[config.mk]
export PLATFORM = sky130hd
export DESIGN_NAME = lpdp_host
export DESIGN_NICKNAME = d
export VERILOG_FILES = /design/src/lpdp_host.v /design/src/lpdp_sel_decode.v
export VERILOG_INCLUDE_DIRS = /design/src /design/src/src
export SDC_FILE = /design/constraint.sdc
export NUM_CORES = 1
export LEC_CHECK = 0
export ABC_AREA = 1
export BUFFER_PORTS_ARGS = -buffer_cell sky130_fd_sc_hd__buf_2
export CORE_ASPECT_RATIO = 1.4
export CORE_MARGIN = 2
export CORE_UTILIZATION = 49
export DETAILED_ROUTE_END_ITERATION = 12
export HOLD_SLACK_MARGIN = 0.15
export PLACE_DENSITY = 0.87
export SLEW_MARGIN = 20
export SYNTH_ARGS = -nofsm -noshare
export SYNTH_HDL_FRONTEND = slang
export SYNTH_SLANG_ARGS = --single-unit
[constraint.sdc]
create_clock -name clk -period 2.3 [get_ports clk]
set_input_delay 0.69 -clock clk [delete_from_list [all_inputs] [get_ports clk]]
set_output_delay 0.69 -clock clk [all_outputs]
set_load 0.01 [all_outputs]
[src/lpdp_regs.vh]
/*
  Constants for the host-side controller of a latched parallel DAC port.
  Assumes a 40 MHz system clock and a device with no clock of its own.
*/
// What this block does
// - The data word on the parallel data lines is 8, 10 or 12 bits wide, set by the variant in use.
// - A write drives chip select low with read/write low while the new word sits on the data lines.
// - The input latch is transparent while chip select is low, so every write ends with chip select raised again.
// - A read holds read/write high and drives chip select low.
// - The host reaches the converter by decoding the fixed select index DAC_SEL into chip select; requests carry no address.
// - The host may add one wait state to each access to meet the device access time.
// - The host may use a plain asynchronous memory write cycle to drive the device inputs.
// - The host may decode address bits into several memory select lines and use one as chip select.
`ifndef LPDP_REGS_VH
`define LPDP_REGS_VH

// ----------------------------------------------------------------
// Widths and timing
// ----------------------------------------------------------------
`define LPDP_DATA_W      12
`define LPDP_CLK_MHZ     40
`define LPDP_CS_LOW_NS   17
`define LPDP_CS_HIGH_NS  17
`define LPDP_CS_LOW_CYC  ((`LPDP_CS_LOW_NS * `LPDP_CLK_MHZ + 999) / 1000)
`define LPDP_CS_HIGH_CYC ((`LPDP_CS_HIGH_NS * `LPDP_CLK_MHZ + 999) / 1000)
`define LPDP_SEL_W       2
`define LPDP_SEL_LINES   4

`endif

[src/lpdp_host.v]
/*
  Host controller that writes and reads back a latched parallel DAC.
  Assumes the data lines are resolved by the surroundings from parallel_data_lines_oe.
*/
`include "lpdp_regs.vh"

module lpdp_host #(
  parameter DATA_W   = `LPDP_DATA_W,
  parameter SEL_W    = `LPDP_SEL_W,
  parameter LINES    = `LPDP_SEL_LINES,
  parameter DAC_SEL  = 0,
  parameter WAIT_ST  = 1,
  parameter LOW_CYC  = `LPDP_CS_LOW_CYC,
  parameter HIGH_CYC = `LPDP_CS_HIGH_CYC
) (
  input  wire              clk,
  input  wire              reset,
  input  wire              req_valid,
  input  wire              req_write,
  input  wire [DATA_W-1:0] req_wdata,
  output wire              req_ready,
  output reg  [DATA_W-1:0] rsp_rdata,
  output reg               rsp_valid,
  output wire [LINES-1:0]  memory_select_lines_n,
  output wire              dac_cs_n,
  output reg               rw,
  output reg  [DATA_W-1:0] parallel_data_lines_out,
  output reg               parallel_data_lines_oe,
  input  wire [DATA_W-1:0] parallel_data_lines_in
);

  localparam ST_IDLE = 2'd0;
  localparam ST_LOW  = 2'd1;
  localparam ST_HIGH = 2'd2;
  localparam LOW_N   = LOW_CYC + WAIT_ST;
  localparam [SEL_W-1:0] DAC_IDX = DAC_SEL;

  reg [1:0]  state_q;
  reg [1:0]  state_d;
  reg [7:0]  cnt_q;
  reg [7:0]  cnt_d;
  reg        strobe_q;
  reg        strobe_d;
  reg        is_wr_q;
  reg        is_wr_d;
  wire [SEL_W-1:0] dac_index;

  assign dac_index = DAC_IDX;
  assign req_ready = (state_q == ST_IDLE);

  // ----------------------------------------------------------------
  // Chip select decode
  // ----------------------------------------------------------------
  // fixed DAC_SEL index to chip select
  lpdp_sel_decode #(
    .SEL_W (SEL_W),
    .LINES (LINES)
  ) u_dec (
    .sel         (dac_index),
    .strobe      (strobe_q),
    .sel_lines_n (memory_select_lines_n)
  );

  assign dac_cs_n = memory_select_lines_n[DAC_SEL];

  // ----------------------------------------------------------------
  // Access sequencer
  // ----------------------------------------------------------------
  always @* begin
    state_d  = state_q;
    cnt_d    = cnt_q;
    strobe_d = strobe_q;
    is_wr_d  = is_wr_q;
    case (state_q)
      ST_IDLE: begin
        if (req_valid) begin
          is_wr_d  = req_write;
          strobe_d = 1'b1;
          cnt_d    = LOW_N[7:0];
          state_d  = ST_LOW;
        end
      end
      ST_LOW: begin
        if (cnt_q > 8'd1) begin
          cnt_d = cnt_q - 8'd1;
        end else begin
          strobe_d = 1'b0;
          cnt_d    = HIGH_CYC[7:0];
          state_d  = ST_HIGH;
        end
      end
      ST_HIGH: begin
        if (cnt_q > 8'd1) begin
          cnt_d = cnt_q - 8'd1;
        end else begin
          state_d = ST_IDLE;
        end
      end
      default: begin
        state_d  = ST_IDLE;
        strobe_d = 1'b0;
      end
    endcase
  end

  always @(posedge clk) begin
    if (reset) begin
      state_q                 <= ST_IDLE;
      cnt_q                   <= 8'h00;
      strobe_q                <= 1'b0;
      is_wr_q                 <= 1'b0;
      rw                      <= 1'b1;
      parallel_data_lines_out <= {DATA_W{1'b0}};
      parallel_data_lines_oe  <= 1'b0;
      rsp_rdata               <= {DATA_W{1'b0}};
      rsp_valid               <= 1'b0;
    end else begin
      state_q   <= state_d;
      cnt_q     <= cnt_d;
      strobe_q  <= strobe_d;
      is_wr_q   <= is_wr_d;
      rsp_valid <= 1'b0;
      if (state_q == ST_IDLE && req_valid) begin
        rw <= ~req_write;
        parallel_data_lines_out <= req_wdata;
        parallel_data_lines_oe  <= req_write;
      end
      if (state_q == ST_LOW && cnt_q == 8'd1 && !is_wr_q) begin
        rsp_rdata <= parallel_data_lines_in;
        rsp_valid <= 1'b1;
      end
      if (state_q == ST_HIGH && cnt_q == 8'd1) begin
        parallel_data_lines_oe <= 1'b0;
        rw                     <= 1'b1;
      end
    end
  end

endmodule

[src/lpdp_sel_decode.v]
/*
  Decodes a select index into active-low memory select lines.
  Assumes the index is held stable while the strobe is high.
*/
`include "lpdp_regs.vh"

module lpdp_sel_decode #(
  parameter SEL_W = `LPDP_SEL_W,
  parameter LINES = `LPDP_SEL_LINES
) (
  input  wire [SEL_W-1:0] sel,
  input  wire             strobe,
  output wire [LINES-1:0] sel_lines_n
);

  // ----------------------------------------------------------------
  // One line per select value
  // ----------------------------------------------------------------
  genvar i;
  generate
    for (i = 0; i < LINES; i = i + 1) begin : g_line
      localparam [SEL_W-1:0] LINE_IDX = i;
      assign sel_lines_n[i] = ~(strobe && (sel == LINE_IDX));
    end
  endgenerate

endmodule

==> run metrics <==
outcome finished, final reports clean; area delta synth->final 20.7%; Worst slew margin 0.585; critical path launch point type flop; # fillers 339; Switching Fraction 0.426; Place WS 0.630 ns; Synth Area in Adders 0.0339; CTS tree yes; Routed Antenna Nets 0; area occupied by multi-input gates 911 um^2; clock share of power 0.169; P_leak 1.06 nW; worst hold stages 2; number of vias per cell 5.03; drt initial violations 61; final setup violation count 0; Worst Tran Pin Value 0.621 ns; hold wc startpoint rsp_rdata[3]; Int Pwr 0.00147 W; Avg Cell Area, Syn 7.32 um^2; via count 1,772; # diodes 0; final WL 3.96 mm; Rows 26; clock latency on the worst-skew pair 0.29 ns; max-cap violations 0; synthesis-stage register bit count 39; routability congestion estimate 0.815; Finished Core Util 0.611; IO Pins 61; most common cell after layout, fill and taps aside buf_2; Mapped Area 1840 um^2; Sequential Power Share 0.350; Root Buffer clkbuf_8; Worst EP required 1.61 ns; post-synthesis mux area share 0; Max Clk Rate 0.551 GHz; setup ws final 0.486 ns; minimum clock period 1.81 ns; CTS Hold Buffers Added 0; switching pwr 0.00109 W; htree depth 2; Clock Path Buffers 2; largest net degree at the start of global routing 22; RSZ-0062 raised after global routing no; Hold Crit Class flop to flop; Final nets 342; setup_tns 0 ns; reg2reg path depth 8; most frequent cells in the layout 57 x buf_2, 48 x nor2_1, 42 x nand2_1; Arr. time, crit path 1.12 ns; reg-to-reg endpoint rsp_rdata[1]; period utilization 0.789; Setup CP Type flop to output port; Die X 55.9 um; worst-path maximum fanout 5; r2r setup slk 0.65 ns; Initial Util 0.506; vias in the first global route 1,559; Core ar. 3640 um^2; GRT Total Usage 0.192; grt total ovfl 0; Simple-Gate Fraction of Synth Area 0.332; Seq/Total Area, Yosys 0.423; dpl cell area 2140 um^2; FF-to-FF Start state_q[1]; first-pass GRT wire length 6.66 mm; Die ar. 4280 um^2; XOR/XNOR Fraction of Synth Area 0; final instance area 2230 um^2; CTS Sinks 39; YS warnings 0; Yosys cell types 28; Synth Area in Compound Gates 0.121; number of remaining DRC errors 0; postcts setup bufs 0; post-cts gate resize count 0; initial antenna violation count 0; Register Area 781 um^2; max-slew violation count 0; chip height 76.6 um; Critical Path Sink Type output port; skew final 0.00545 ns; routed len/inst 11.3 um; Pre-antenna DRT Iters 4; main combinational cell family by area after synthesis simple AND/OR/NAND/NOR gates; DP Wirelength 3.02 mm; Mapped Cells 252; Worst VDD drop 0.000735 V; power per cell area 1150 nW/um^2; WHS Endpoint rsp_rdata[3]; Port Buffers 57; Comb pwr share 0.481; share of cells above drive strength 1 0.281; Clk pin slew, worst setup/hold paths 0.07 ns; final hold viol count 0; CTS Buf Count 5
## sequential cells by signal (all words and copies together), names as in the netlist
| signal | flops |
|---|---|
| state_q | 2 |
| parallel_data_lines_oe | 1 |
| rsp_valid | 1 |
| is_wr_q | 1 |
| rsp_rdata | 12 |
| rw | 1 |
| cnt_q | 8 |
| strobe_q | 1 |
| parallel_data_lines_out | 12 |
## cell families after synthesis
family | count (synthesis)
AND/OR/NAND/NOR | 131
adder cells (fa/ha/maj) | 5
buffers and inverters | 35
flip-flops | 39
AO/OA/AOI/OAI | 41
other | 1
## per-layer routing
metal	track usage	vias up	routed length, um	part of all wire
met5	0	-	0	0
met4	0.0714	0	93	0.023
met3	0.0526	10	204	0.051
met2	0.358	44	2120	0.53
met1	0.199	803	1550	0.39
li1	-	915	-	-
## per-stage QoR
stage / cells / hold slack, ns / total power [W]
6_report: 352 / 0.458 / 0.00256
5_1_grt: 352 / 0.487 / 0.00277
4_1_cts: 352 / 0.462 / 0.00257
3_5_place_dp: 344 / 0.451 / 0.00214
3_3_place_gp: 344 / 0.446 / 0.00211
2_1_floorplan: 254 / 0.439 / 0.00185
## Yosys cell counts
cell	instances	share of area
inv_4	1	0.0034
o21ai_2	1	0.0047
nand3b_1	1	0.0041
dfxtp_1	39	0.42
o21bai_1	1	0.0041
nand2_1	42	0.085
a21oi_1	18	0.049
o22ai_1	1	0.0034
nand4_1	4	0.014
clkbuf_1	4	0.0081
a21oi_4	1	0.0088
o21ai_0	17	0.046
nand3_4	1	0.0095
nand2_4	3	0.018
conb_1	1	0.0020
nor2_2	4	0.014
o21ai_1	2	0.0054
ha_1	5	0.034
buf_2	3	0.0081
nor3_1	2	0.0054
nor2_1	48	0.098
buf_4	6	0.024
nor2_4	3	0.018
nand3_1	20	0.054
nand3_2	1	0.0054
inv_2	3	0.0061
inv_1	18	0.037
nand2_2	2	0.0068
## power groups by stage
stage	Combinational, W	Sequential [W]	Clock [W]
4_1_cts	0.00123	0.000896	0.000438
5_1_grt	0.00138	0.000912	0.000472
2_1_floorplan	0.000919	0.000933	0
6_report	0.00123	0.000896	0.000433
3_5_place_dp	0.00123	0.000911	0
3_3_place_gp	0.00120	0.000907	0
## worst max-delay path, cell delays in order (launching register included)
cell and delay, ns:
dfxtp_1 0.36, inv_1 0.07, ha_1 0.25, buf_2 0.16
## how the worst max path moves through the flow
stage	startpoint	end	slack [ns]	depth (start not counted)
after floorplan	state_q[0]	cnt_q[5]	0.84	8
after global placement	reset	parallel_data_lines_out[0]	0.67	4
after detailed placement	reset	state_q[0]	0.63	4
after CTS	state_q[0]	req_ready	0.49	3
after global routing	state_q[0]	req_ready	0.40	3
final	state_q[0]	req_ready	0.49	3
## area by class of cell
class | count | share of cell area
clock inverters | 1 | 0.00225
inverters | 22 | 0.0382
flip-flops and latches | 39 | 0.351
well taps | 42 | 0.0236
repair buffers | 61 | 0.142
clock buffers | 7 | 0.0343
multi-input cells | 180 | 0.409
No activity file was read; power rests on OpenSTA's default activity.
